### config.mk
export PLATFORM = sky130hd
export DESIGN_NAME = i2cmx_top
export DESIGN_NICKNAME = d
export VERILOG_FILES = /design/src/i2cmx_pkg.sv /design/src/i2cmx_sync_if.sv /design/src/i2cmx_line_sync.sv /design/src/i2cmx_top.sv
export SDC_FILE = /design/constraint.sdc
export NUM_CORES = 1
export LEC_CHECK = 0
export BUFFER_PORTS_ARGS = -buffer_cell sky130_fd_sc_hd__buf_2
export CORE_MARGIN = 5
export CORE_UTILIZATION = 58
export DETAILED_ROUTE_END_ITERATION = 10
export PLACE_DENSITY = 0.76
export SLEW_MARGIN = 15
export SYNTH_ARGS = -nofsm -noshare
export SYNTH_HDL_FRONTEND = slang
export SYNTH_SLANG_ARGS = --single-unit
### constraint.sdc
create_clock -name i_clk_sys -period 2.2 [get_ports i_clk_sys]
set_input_delay 0.11 -clock i_clk_sys [delete_from_list [all_inputs] [get_ports i_clk_sys]]
set_output_delay 0.11 -clock i_clk_sys [all_outputs]
set_load 0.1 [all_outputs]
### src/i2cmx_pkg.sv
// constants and types for the i2c mux channel control block
package i2cmx_pkg;
  localparam logic [3:0] ADDR_FIXED_UPPER = 4'he;
  localparam int ADDR_SEL_WIDTH = 3;
  localparam int CHAN_COUNT = 4;
  localparam int BYTE_WIDTH = 8;
  localparam logic [7:0] CTRL_RESET = 8'h00;
  localparam int SEL_ENABLE_POS = 2;
  localparam int SEL_HIGH_POS = 1;
  localparam int SEL_LOW_POS = 0;
  localparam int ALERT_LSB = 4;
  localparam logic [2:0] BIT_LAST = 3'h7;
  localparam logic [3:0] CHAN_NONE = 4'h0;

  typedef enum logic [5:0] {
    I2CMX_IDLE = 6'b00_0001,
    I2CMX_ADDR = 6'b00_0010,
    I2CMX_ACK = 6'b00_0100,
    I2CMX_WRITE = 6'b00_1000,
    I2CMX_READ = 6'b01_0000,
    I2CMX_MACK = 6'b10_0000
  } i2cmx_state_type;
endpackage

### src/i2cmx_sync_if.sv
// synchronised serial-bus events passed from the line front end to the core
`timescale 1ns/100ps
`default_nettype none
interface i2cmx_sync_if;
  logic scl_rise;
  logic scl_fall;
  logic sda;
  logic start_seen;
  logic stop_seen;
  logic [3:0] alert_n;
  modport front (output scl_rise, scl_fall, sda, start_seen, stop_seen,
    alert_n);
  modport core (input scl_rise, scl_fall, sda, start_seen, stop_seen,
    alert_n);
endinterface
`default_nettype wire

### src/i2cmx_line_sync.sv
// two-flop synchronisers and edge/start/stop detection for the pins
`timescale 1ns/100ps
`default_nettype none
module i2cmx_line_sync (
  input wire logic i_clk_sys,
  input wire logic i_arst_n,
  input wire logic i_scl,
  input wire logic i_sda,
  input wire logic [3:0] i_alert_n,
  i2cmx_sync_if.front o_ev
);
  logic [5:0] meta;
  logic [5:0] sync;
  logic scl_d;
  logic sda_d;
  logic [5:0] next_meta;
  logic [5:0] next_sync;

  always_comb begin
    next_meta = {i_alert_n, i_sda, i_scl};
    next_sync = meta;
  end

  always_ff @(posedge i_clk_sys or negedge i_arst_n) begin
    if (!i_arst_n) begin
      meta <= 6'h3f;
      sync <= 6'h3f;
      scl_d <= 1'b1;
      sda_d <= 1'b1;
    end else begin
      meta <= next_meta;
      sync <= next_sync;
      scl_d <= sync[0];
      sda_d <= sync[1];
    end
  end

  assign o_ev.scl_rise = sync[0] & ~scl_d;
  assign o_ev.scl_fall = ~sync[0] & scl_d;
  assign o_ev.sda = sync[1];
  assign o_ev.start_seen = sync[0] & scl_d & ~sync[1] & sda_d;
  assign o_ev.stop_seen = sync[0] & scl_d & sync[1] & ~sda_d;
  assign o_ev.alert_n = sync[5:2];
endmodule
`default_nettype wire

### src/i2cmx_top.sv
// target-side control logic of a four-channel serial-bus multiplexer
// Operation
// RULE_01: after start the address byte's last bit picks read (1) or write (0).
// RULE_02: each written data byte is stored; the last byte received is kept.
// RULE_03: the control register is writable and readable over the serial bus.
// RULE_04: bit 2 clear selects none; set, bits 1..0 give channel 0..3.
// RULE_05: at most one downstream channel is ever connected.
// RULE_06: a new selection is applied only at the next stop condition.
// RULE_07: master sends stop right after the control byte acknowledge.
// RULE_08: after power-on reset register reads zero and no channel connects.
// RULE_09: any low alert input drives the open-drain alert output low.
// RULE_10: alert detection works whether or not the channel is selected.
// RULE_11: bits 4..7 report channels 0..3 alert state, sampled at read.
// RULE_12: a status bit reads one when its input is low; any mix allowed.
// RULE_13: alerts are not latched; they clear when the inputs release.
// RULE_14: master polls every device on a flagged channel to clear alerts.
// RULE_15: alert inputs may be general-purpose inputs read the same way.
// RULE_16: combined alert output is the AND of the four active-low inputs.
// RULE_17: device acks every received byte; master acks or nacks read bytes.
// RULE_18: address is a fixed upper part plus three address-select pins.
// RULE_19: writes to bits 3..7 do not alter status; bit 3 reads zero.
// RULE_20: power-on reset is the only reset and idles the serial machine.
`timescale 1ns/100ps
`default_nettype none
module i2cmx_top (
  input wire logic i_clk_sys,
  input wire logic i_arst_n,
  input wire logic i_scl,
  input wire logic i_sda,
  output logic o_sda_out,
  output logic o_sda_oe,
  input wire logic [2:0] i_addr_sel,
  input wire logic i_chan0_alert_in_n,
  input wire logic i_chan1_alert_in_n,
  input wire logic i_chan2_alert_in_n,
  input wire logic i_chan3_alert_in_n,
  output logic [3:0] o_downstream_pair_en,
  output logic [2:0] o_ctrl_select,
  output logic o_alert_out,
  output logic o_alert_oe
);
  i2cmx_sync_if ev ();

  i2cmx_line_sync u_sync (
    .i_clk_sys(i_clk_sys),
    .i_arst_n(i_arst_n),
    .i_scl(i_scl),
    .i_sda(i_sda),
    .i_alert_n({i_chan3_alert_in_n, i_chan2_alert_in_n,
      i_chan1_alert_in_n, i_chan0_alert_in_n}),
    .o_ev(ev.front)
  );

  // one-hot decode of the selection field
  function automatic logic [3:0] decode_sel(input logic [2:0] sel);
    logic [3:0] hot;
    hot = i2cmx_pkg::CHAN_NONE;
    if (sel[i2cmx_pkg::SEL_ENABLE_POS]) begin // RULE_04
      hot[{sel[i2cmx_pkg::SEL_HIGH_POS], sel[i2cmx_pkg::SEL_LOW_POS]}] =
        1'b1; // RULE_05
    end
    return hot;
  endfunction

  // ----------------------------------------------------------------
  // serial target state
  // ----------------------------------------------------------------
  i2cmx_pkg::i2cmx_state_type state;
  i2cmx_pkg::i2cmx_state_type next_state;
  logic [7:0] shift;
  logic [7:0] next_shift;
  logic [2:0] bit_cnt;
  logic [2:0] next_bit_cnt;
  logic is_read;
  logic next_is_read;
  logic addr_phase;
  logic next_addr_phase;
  logic [2:0] ctrl_sel;
  logic [2:0] next_ctrl_sel;
  logic [3:0] chan_en;
  logic [3:0] next_chan_en;
  logic sda_oe;
  logic next_sda_oe;
  logic alert_oe;
  logic next_alert_oe;
  logic [6:0] my_addr;
  // address straps are pins too, so they pass two flops like the bus lines
  logic [2:0] strap_meta;
  logic [2:0] next_strap_meta;
  logic [2:0] strap_sync;
  logic [2:0] next_strap_sync;

  assign my_addr = {i2cmx_pkg::ADDR_FIXED_UPPER, strap_sync}; // RULE_18

  always_comb begin
    next_state = state;
    next_shift = shift;
    next_bit_cnt = bit_cnt;
    next_is_read = is_read;
    next_addr_phase = addr_phase;
    next_ctrl_sel = ctrl_sel;
    next_chan_en = chan_en;
    next_sda_oe = sda_oe;
    next_alert_oe = ~&ev.alert_n; // RULE_09 RULE_10 RULE_13 RULE_16
    next_strap_meta = i_addr_sel;
    next_strap_sync = strap_meta;
    if (ev.stop_seen) begin
      next_state = i2cmx_pkg::I2CMX_IDLE;
      next_sda_oe = 1'b0;
      next_chan_en = decode_sel(ctrl_sel); // RULE_06
    end else if (ev.start_seen) begin
      next_state = i2cmx_pkg::I2CMX_ADDR;
      next_bit_cnt = '0;
      next_sda_oe = 1'b0;
      next_addr_phase = 1'b1;
    end else begin
      case (state)
        i2cmx_pkg::I2CMX_IDLE: begin
          next_sda_oe = 1'b0;
        end
        i2cmx_pkg::I2CMX_ADDR, i2cmx_pkg::I2CMX_WRITE: begin
          if (ev.scl_rise) begin
            next_shift = {shift[6:0], ev.sda};
          end
          if (ev.scl_fall && addr_phase) begin
            // the clock fall that closes a start carries no bit
            next_addr_phase = 1'b0;
          end else if (ev.scl_fall) begin
            next_bit_cnt = bit_cnt + 3'h1;
            if (bit_cnt == i2cmx_pkg::BIT_LAST) begin
              if (state == i2cmx_pkg::I2CMX_ADDR) begin
                if (shift[7:1] == my_addr) begin
                  next_is_read = shift[0]; // RULE_01
                  next_state = i2cmx_pkg::I2CMX_ACK;
                  next_sda_oe = 1'b1; // RULE_17
                end else begin
                  next_state = i2cmx_pkg::I2CMX_IDLE;
                end
              end else begin
                next_ctrl_sel = shift[2:0]; // RULE_02 RULE_03 RULE_19
                next_state = i2cmx_pkg::I2CMX_ACK;
                next_sda_oe = 1'b1; // RULE_17
              end
            end
          end
        end
        i2cmx_pkg::I2CMX_ACK: begin
          if (ev.scl_fall) begin
            next_bit_cnt = '0;
            next_addr_phase = 1'b0;
            if (is_read) begin
              // status sampled live at the start of each read byte
              next_shift = {~ev.alert_n, 1'b0, ctrl_sel}; // RULE_11 RULE_12 RULE_15
              next_state = i2cmx_pkg::I2CMX_READ;
              next_sda_oe = ~next_shift[7];
            end else begin
              next_state = i2cmx_pkg::I2CMX_WRITE;
              next_sda_oe = 1'b0;
            end
          end
        end
        i2cmx_pkg::I2CMX_READ: begin
          if (ev.scl_fall) begin
            next_bit_cnt = bit_cnt + 3'h1;
            next_shift = {shift[6:0], 1'b0};
            if (bit_cnt == i2cmx_pkg::BIT_LAST) begin
              next_state = i2cmx_pkg::I2CMX_MACK;
              next_sda_oe = 1'b0;
            end else begin
              next_sda_oe = ~shift[6];
            end
          end
        end
        i2cmx_pkg::I2CMX_MACK: begin
          if (ev.scl_rise) begin
            if (ev.sda) begin
              next_state = i2cmx_pkg::I2CMX_IDLE; // RULE_17
            end else begin
              next_state = i2cmx_pkg::I2CMX_ACK;
            end
          end
        end
        default: begin
          next_state = i2cmx_pkg::I2CMX_IDLE;
        end
      endcase
    end
  end

  // power-on reset clears everything and idles the machine
  always_ff @(posedge i_clk_sys or negedge i_arst_n) begin
    if (!i_arst_n) begin
      state <= i2cmx_pkg::I2CMX_IDLE; // RULE_20
      shift <= i2cmx_pkg::CTRL_RESET;
      bit_cnt <= '0;
      is_read <= 1'b0;
      addr_phase <= 1'b0;
      ctrl_sel <= i2cmx_pkg::CTRL_RESET[2:0]; // RULE_08
      chan_en <= i2cmx_pkg::CHAN_NONE; // RULE_08
      sda_oe <= 1'b0;
      alert_oe <= 1'b0;
      strap_meta <= '0;
      strap_sync <= '0;
    end else begin
      state <= next_state;
      shift <= next_shift;
      bit_cnt <= next_bit_cnt;
      is_read <= next_is_read;
      addr_phase <= next_addr_phase;
      ctrl_sel <= next_ctrl_sel;
      chan_en <= next_chan_en;
      sda_oe <= next_sda_oe;
      alert_oe <= next_alert_oe;
      strap_meta <= next_strap_meta;
      strap_sync <= next_strap_sync;
    end
  end

  // open-drain pins only ever pull low, so the driven value stays zero
  always_ff @(posedge i_clk_sys or negedge i_arst_n) begin
    if (!i_arst_n) begin
      o_sda_out <= 1'b0;
      o_alert_out <= 1'b0;
    end else begin
      o_sda_out <= 1'b0;
      o_alert_out <= 1'b0;
    end
  end

  assign o_sda_oe = sda_oe;
  assign o_downstream_pair_en = chan_en;
  assign o_ctrl_select = ctrl_sel;
  assign o_alert_oe = alert_oe;
endmodule
`default_nettype wire

== After elaboration in Yosys (flattened, before gate mapping) ==
Cells that the tools add are included.
Cells by class
  add/sub/neg operators: 1
  order comparisons: 2
  eq/ne operators: 24
  multiplexer cells: 43
  bitwise gates (word level): 18
  reductions and logical operators: 16
Operator list (number)
  $mux 6: 10
  $mux 8: 4
  $pmux 6 s5: 1
  $ne 4x4->1 const B: 7
  $pmux 8 s3: 1
  $reduce_and 7->1: 3
  $mux 3: 6
  $reduce_and 8->1: 2
  $mux 1: 15
  $ne 3x3->1 const B: 4
  $reduce_and 4->1: 3
  $not 1->1: 10
  $pmux 3 s3: 1
  $ne 2x2->1 const B: 4
  $and 1x1->1: 7
  $eq 7x7->1: 1
  $eq 6x1->1 const B: 1
  $eq 6x2->1 const B: 1
  $eq 6x3->1 const B: 1
  $eq 6x4->1 const B: 1
  $eq 6x5->1 const B: 1
  $eq 6x6->1 const B: 1
  $reduce_bool 3->1: 2
  $reduce_bool 6->1: 1
  15 further kinds: 16
Storage, ports and cells
  register bits: 48
  bits of input ports: 11
  logic and storage cells: 119

== Logic depth before layout (Yosys ltp) ==
Gate-level depths: netlist of the first run.
  word-level depth: 9
  depth in mapped cells: 8
  depth with buffers taken out: 6

== Hierarchy ==
From an unflattened synthesis of the first run, not the netlist that was laid out.
Second synthesis, totals
  cells, all modules: 202
  area total of the unflattened synthesis: 2318.5 um^2
Modules (own cells, without submodules)
  i2cmx_top: instances 1, cells each 180, area each 1888.1 um^2
  i2cmx_line_sync: instances 1, cells each 22, area each 430.4 um^2

== Least setup slack after synthesis of the first run ==
No wires, ideal clock.
  path type: register -> register
  start point: register state[4]
  end point: register shift[0]
  setup time: 0.125 ns
  arrival time: 1.873 ns
  data required time: 2.075 ns
  slack: 0.202 ns
  cell stages (with the launch flop): 7
  buffers on the path: 1
  cells stage by stage: dfrtp_1 buf_2 o21ai_0 o211ai_2 a21boi_2 nor4b_4 mux2_2
On the way
  longest elaborated chain between the ends: 4
  elaborated cells on any way between the ends: 12
  classes of those cells: eq/ne: 8; mux: 1; reduce/logical: 3
RTL lines
  start, declared: line i2cmx_top.sv:68  | i2cmx_pkg::i2cmx_state_type state;
  start signal, assigned: line i2cmx_top.sv:193  | state <= i2cmx_pkg::I2CMX_IDLE;
  start signal, assigned: line i2cmx_top.sv:205  | state <= next_state;
  $eq 6x2->1 or $eq 6x4->1 (tied branches): line i2cmx_top.sv:117  | case (state)
  $reduce_or 2->1: line i2cmx_top.sv:117
  $ne 2x2->1 (no line) or $reduce_bool 3->1 (tied branches)
  $reduce_and 7->1 (no line)
  end signal, assigned: line i2cmx_top.sv:194  | shift <= i2cmx_pkg::CTRL_RESET;
  end signal, assigned: line i2cmx_top.sv:206  | shift <= next_shift;
  end, declared: line i2cmx_top.sv:70  | logic [7:0] shift;
Several ways; a longest one is shown, not always the timed one.
A chain may end at the register's enable or synchronous reset.

== Worst setup path after layout of the first run ==
  start point: register state[4]
  end point: register shift[2]
The elaborated chain is that of the path after synthesis.

==> out/metrics.cfg, run 1 <==
[status]
status=finished, final reports clean

[synth]
synth.distinct_cells=43
synth-warning-count=0
ys_seq_area_share_pct=55.37
synth_cells=192
synth_ff_type=dfrtp_1
synthArstFlopShare_pct=100.0
syn_area_mm2=0.002203
synth.avg_cell_area_um2=11.48
ys_ff_latch=48
synth_edf_count=0

[grt]
overflow=0
grtUsageTotal_pct=21.99
grt_pass1_vias=1831
grt_first_pass_wirelength_mm=8.597
antenna_found_initial=0
grt_max_degree=23

[setup_path]
required_ps=2390
slowest_stage=dfrtp_1
crit_chain=o21ai_0 > o211ai_2 > a21boi_2 > nor4b_4 > buf_4 > mux2_2
arrival_ps=2280
max_stage_delay_ps=490
cp-end-kind=register
r2r_slack_ps=100
critPathLaunchType=register
crit_type=reg -> reg
cp_num_buf_inv=1
crit_family=compound AO/OA/AOI/OAI gates
worstPathMaxFanout=8

[layout]
utilization_pct=71.53
final_common_cell=dfrtp_1
final_nets=247
syn2layout_area_growth_pct=18.85
final_area_mm2=0.002619
n_fill_cell=254
layout_common_cells=dfrtp_1 (33), buf_2 (19), nand2_1 (17), mux2_2 (17), o21ai_0 (16)
drive_above_1_share_pct=33.62
n_antenna_cell=0

[sta]
setup_viol=0
period_needed_ps=2095
tns_ps=0
finalCritPeriodShare_pct=95.25
slew_violations=0
rsz0062_at_grt=false
finClkSkew_ps=5.282
fmax_ghz=0.4772
final_hold_viol_count=0
whs_ps=254.5

[placed_design]
place_congestion=0.9751
port_buffers=19
placed_area_mm2=0.002405
hpwl_mm=3.540

[hold_path]
hp-class=in -> async

[die]
io-pin-count=22
num_rows=22
die_h_um=71.64
dieArea_mm2=0.005132
initial_utilization_pct=60.18
core_mm2=0.003661
die_w_um=71.64

[run]
drv_cap=0

[route]
ant_nets=0
routed_via_density=5.933
dr_total_vias=1679
routed_wl_mm=4.908
drtIter0Drc=107
drt_first_pass_iters=4
drc=0
post_drt_wl_per_cell_um=17.34

[pwr]
power_leakage_nw=1.163
peakVddDrop_uv=580.7
p_per_area_mw_per_mm2=738.4

[clock_network]
numCtsBuffers=5
clk_path_buf_depth=2
h-tree-depth=2
cts_root_buffer=clkbuf_8
clock_latency_ps=300
clock_sinks=48
cts_tree=built
path_clk_slew_ps=80

## sequential cells by signal, summed over array words and instances (netlist names)
name and flops:
addr_phase 1, bit_cnt 3, is_read 1, next_strap_sync 3, o_alert_oe 1, o_ctrl_select 3, o_downstream_pair_en 4, o_sda_oe 1
shift 8, state 6, strap_sync 3, u_sync.meta 6, u_sync.scl_d 1, u_sync.sda_d 1, u_sync.sync 6
## where the power goes
part	internal [mW]	switching (mW)	total [mW]	leakage, nW
clock	0.226	0.289	0.515	0.0414
sequential	0.972	0.0734	1.05	0.589
combinational	0.183	0.191	0.374	0.532
total	1.38	0.553	1.93	1.16
## metrics by stage
stage / instances / setup WS, ps / power (mW)
after global routing: 283 / 20.68 / 2.051
after CTS: 283 / 14.40 / 1.941
after global placement: 263 / 122.6 / 1.386
final: 283 / 104.5 / 1.934
after floorplan: 193 / 202.1 / 1.296
after detailed placement: 263 / -18.77 / 1.404
## worst paths after layout
kind                                     start        endpoint  depth (start not counted)
worst max-delay path                  state[4]        shift[2]                          6
worst min-delay path                  i_arst_n         is_read                          2
worst max register to register        state[4]        shift[2]                          6
worst min register to register  u_sync.meta[5]  u_sync.sync[5]                          0
max in group asynchronous             i_arst_n  u_sync.sync[5]                          3
min in group i_clk_sys          u_sync.meta[5]  u_sync.sync[5]                          0
## metal layers
layer | vias to the layer above | part of all wire [%] | track usage (%)
li1 | 777 | - | -
met1 | 801 | 39 | 24.77
met2 | 75 | 51 | 37.45
met3 | 26 | 5.1 | 5.330
met4 | 0 | 4.4 | 13.36
met5 | - | 0 | 0
## kinds of logic after synthesis
group,after synthesis,synth area share [%]
XOR/XNOR,6,2.726
buffers and inverters,16,3.180
multiplexers,19,9.597
flip-flops,48,55.37
AND/OR/NAND/NOR,64,16.41
adder cells (fa/ha/maj),2,1.136
AO/OA/AOI/OAI,36,11.41
other,1,0.1702
## synth_stat cells, types with 2 or more instances
| cell type | n | area share, % |
|---|---|---|
| dfrtp_1 | 33 | 37 |
| o21ai_0 | 16 | 3.6 |
| ha_1 | 2 | 1.1 |
| xnor2_1 | 3 | 1.2 |
| mux2i_1 | 2 | 0.91 |
| dfstp_2 | 15 | 18 |
| nor2b_1 | 4 | 1.1 |
| nand2_1 | 17 | 2.9 |
| nand4_1 | 4 | 1.1 |
| nor3b_1 | 2 | 0.68 |
| nor2_1 | 8 | 1.4 |
| nor3_1 | 4 | 0.91 |
| a21oi_1 | 3 | 0.68 |
| xor2_1 | 2 | 0.80 |
| nand3_1 | 9 | 2.0 |
| buf_2 | 2 | 0.45 |
| buf_4 | 2 | 0.68 |
| clkbuf_1 | 4 | 0.68 |
| and3_1 | 5 | 1.4 |
| o41ai_1 | 2 | 0.80 |
| inv_1 | 8 | 1.4 |
| nand3b_1 | 3 | 1.0 |
| mux2_2 | 17 | 8.7 |
| o211ai_1 | 2 | 0.68 |
| nand4b_1 | 5 | 2.0 |
## layout make-up
| class | instances | area, um^2 | area share, % |
|---|---|---|---|
| clock buffers | 6 | 72.57 | 2.771 |
| repair buffers | 42 | 292.8 | 11.18 |
| flip-flops and latches | 48 | 1220 | 46.58 |
| well taps | 48 | 60.06 | 2.293 |
| multi-input cells | 129 | 927.1 | 35.40 |
| inverters | 8 | 30.03 | 1.147 |
| clock inverters | 2 | 16.27 | 0.6211 |
## repair_timing
item	CTS	global route
setup endpoints to repair	7	10
endpoints found under the hold margin	22	0
gates cloned	0	0
setup buffers	2	0
hold buffers	10	0
resized for setup	0	2
Power figures use the tool's default switching activity.
==> run 2, diff against run 1 <==
BUFFER_PORTS_ARGS = unset   (was -buffer_cell sky130_fd_sc_hd__buf_2)
CAP_MARGIN = 20   (was unset)
CORE_UTILIZATION = 60   (was 58)
DONT_BUFFER_PORTS = 1   (was unset)
PLACE_DENSITY = 0.73   (was 0.76)
SLEW_MARGIN = 20   (was 15)
==> run 2 against run 1 <==
  * Die area shrank 2.9%
  * Non-clock buffer count decreased by 12
  * Routed wire length down 5.8%
  * First-iteration DRC count is 36% higher
  * Power grew 1.7%
  * Worst hold slack improved by 46 ps
  * Final area shrank 0.86%
  * Largest cell class unchanged
  * Highest routed layer unchanged
==> out/metrics.cfg, run 2 (same netlist as run 1, synthesis figures left out) <==
[status]
status=finished, final reports clean  ; unchanged

[route]
post_drt_wl_per_cell_um=17.06  ; was 17.34 um
drc=0  ; unchanged
routed_wl_mm=4.624  ; was 4.908 mm
ant_nets=0  ; unchanged
routed_via_density=5.982  ; was 5.933
drt_first_pass_iters=7  ; was 4
drtIter0Drc=145  ; was 107
dr_total_vias=1621  ; was 1679

[die]
dieArea_mm2=0.004984  ; was 0.005132 mm^2
io-pin-count=22  ; unchanged
die_h_um=70.60  ; was 71.64 um
initial_utilization_pct=61.10  ; was 60.18%
die_w_um=70.60  ; was 71.64 um
core_mm2=0.003606  ; was 0.003661 mm^2
num_rows=22  ; unchanged

[grt]
grt_use_met3_pct=4.403  ; was 5.330%
grt_max_degree=49  ; was 23
grt.met2_usage_pct=32.85  ; was 37.45%
grt_pass1_vias=1672  ; was 1831
use_met1_pct=23.71  ; was 24.77%
antenna_found_initial=0  ; unchanged
grt_first_pass_wirelength_mm=7.728  ; was 8.597 mm
top_usage_layer=met2  ; unchanged
overflow=0  ; unchanged
grtUsageTotal_pct=19.72  ; was 21.99%

[clock_network]
numCtsBuffers=5  ; unchanged
path_clk_slew_ps=90  ; was 80 ps
cts_tree=built  ; unchanged
clk_path_buf_depth=2  ; unchanged
cts_root_buffer=clkbuf_8  ; unchanged
h-tree-depth=2  ; unchanged
clock_latency_ps=300  ; about the same
clock_sinks=48  ; unchanged

[sta]
setup_viol=0  ; unchanged
tns_ps=0  ; unchanged
fmax_ghz=0.4890  ; was 0.4772 GHz
period_needed_ps=2045  ; was 2095 ps
final_hold_viol_count=0  ; unchanged
finClkSkew_ps=2.779  ; was 5.282 ps
finalCritPeriodShare_pct=92.96  ; was 95.25%
slew_violations=0  ; unchanged
rsz0062_at_grt=false  ; unchanged
fin_ws_ps=154.9  ; was 104.5 ps
worstMarginPinSlew_ps=877.0
maxSlewHeadroom_pct=41.57

[pwr]
power_leakage_nw=1.127  ; was 1.163 nW
power_mw=1.966  ; was 1.934 mW
p_per_area_mw_per_mm2=757.1  ; was 738.4 mW/mm^2
peakVddDrop_uv=554.1  ; was 580.7 uV

[setup_path]
timing.rr.end=state[2]  ; was shift[2]
arrival_ps=2240  ; was 2280 ps
cp-end-kind=register  ; unchanged
r2r_slack_ps=150  ; was 100 ps
critPathLaunchType=register  ; unchanged
required_ps=2390  ; about the same
critPathCapture=state[2]  ; was shift[2]
crit_start=state[3]  ; was state[4]
crit_type=reg -> reg  ; unchanged
r2r_cells=7  ; was 6
worstPathMaxFanout=7  ; was 8
r2r-start=state[3]  ; was state[4]

[layout]
final_common_cell=dfrtp_1  ; unchanged
seqCellArea_mm2=0.001220  ; unchanged
layout_common_cells=dfrtp_1 (33), buf_4 (19), nand2_1 (17), mux2_2 (17), o21ai_0 (16)  ; was dfrtp_1 (33), buf_2 (19), nand2_1 (17), mux2_2 (17), o21ai_0 (16)
n_fill_cell=252  ; was 254
largest_register_ffs=8  ; unchanged
final_cells=271  ; was 283
syn2layout_area_growth_pct=17.83  ; was 18.85%
n_antenna_cell=0  ; unchanged
multi_input_area_um2=922.1  ; was 927.1 um^2
final_nets=235  ; was 247
drive_above_1_share_pct=30.04  ; was 33.62%
regMostFlops=shift  ; unchanged

[placed_design]
port_buffers=0  ; was 19
hpwl_mm=3.210  ; was 3.540 mm
dp.cells=250  ; was 263
post-place-ws_ps=40.06  ; was -18.77 ps
place_congestion=0.9640  ; was 0.9751

[hold_path]
hp-class=in -> async  ; unchanged

[run]
drv_cap=0  ; unchanged

## run 2: cell type report
class,count,share of cell area [%]
sequential,48,46.99
clock inverter,3,0.9639
multi-input combinational,129,35.52
inverter,8,1.157
clock buffer,5,2.651
timing repair buffer,30,10.41
tap,48,2.313
## run 2: worst min-delay path by stage
| stage | start | endpoint | slack (ps) | cells after the start |
|---|---|---|---|---|
| 2_1_floorplan | i_arst_n | addr_phase | -190 | 0 |
| 3_3_place_gp | i_arst_n | state[5] | -180 | 0 |
| 3_5_place_dp | i_arst_n | state[1] | -180 | 0 |
| 4_1_cts | i_arst_n | state[1] | 310 | 2 |
| 5_1_grt | i_arst_n | state[1] | 330 | 2 |
| 6_report | i_arst_n | state[1] | 300 | 2 |
## run 2: timing repair
action	CTS	global route
setup buffers	0	2
gates resized for setup	0	1
setup endpoints to repair	0	8
hold buffers	11	0
hold endpoints to repair	57	0
## run 2: report_power, final
| group | switching, mW | internal (mW) | total [mW] |
|---|---|---|---|
| clock | 0.310 | 0.232 | 0.542 |
| combinational | 0.190 | 0.188 | 0.378 |
| sequential | 0.0742 | 0.971 | 1.05 |
| total | 0.574 | 1.39 | 1.97 |
## run 2: worst max-delay path: stages, from the launching register on
cell       delay [ps]
dfrtp_1           470
buf_4             190
nor2_1            350
o2111ai_1         250
nand3_1           160
o31ai_2           100
buf_4             170
a32o_1            250
## run 2: through the flow
stage	area [um^2]	util (%)	hold WS, ps
6_report	2596	72.00	300.1
2_1_floorplan	2207	-	-185.6
3_5_place_dp	2355	65.30	-183.9
5_1_grt	2596	72.00	328.5
3_3_place_gp	2355	65.30	-184.1
4_1_cts	2576	71.44	312.6
## run 2: routing by layer
metal  up-vias  wire length, um
li1        744                -
met1       792             1852
met2        66             2343
met3        19              244
met4         0              184
met5         -                0
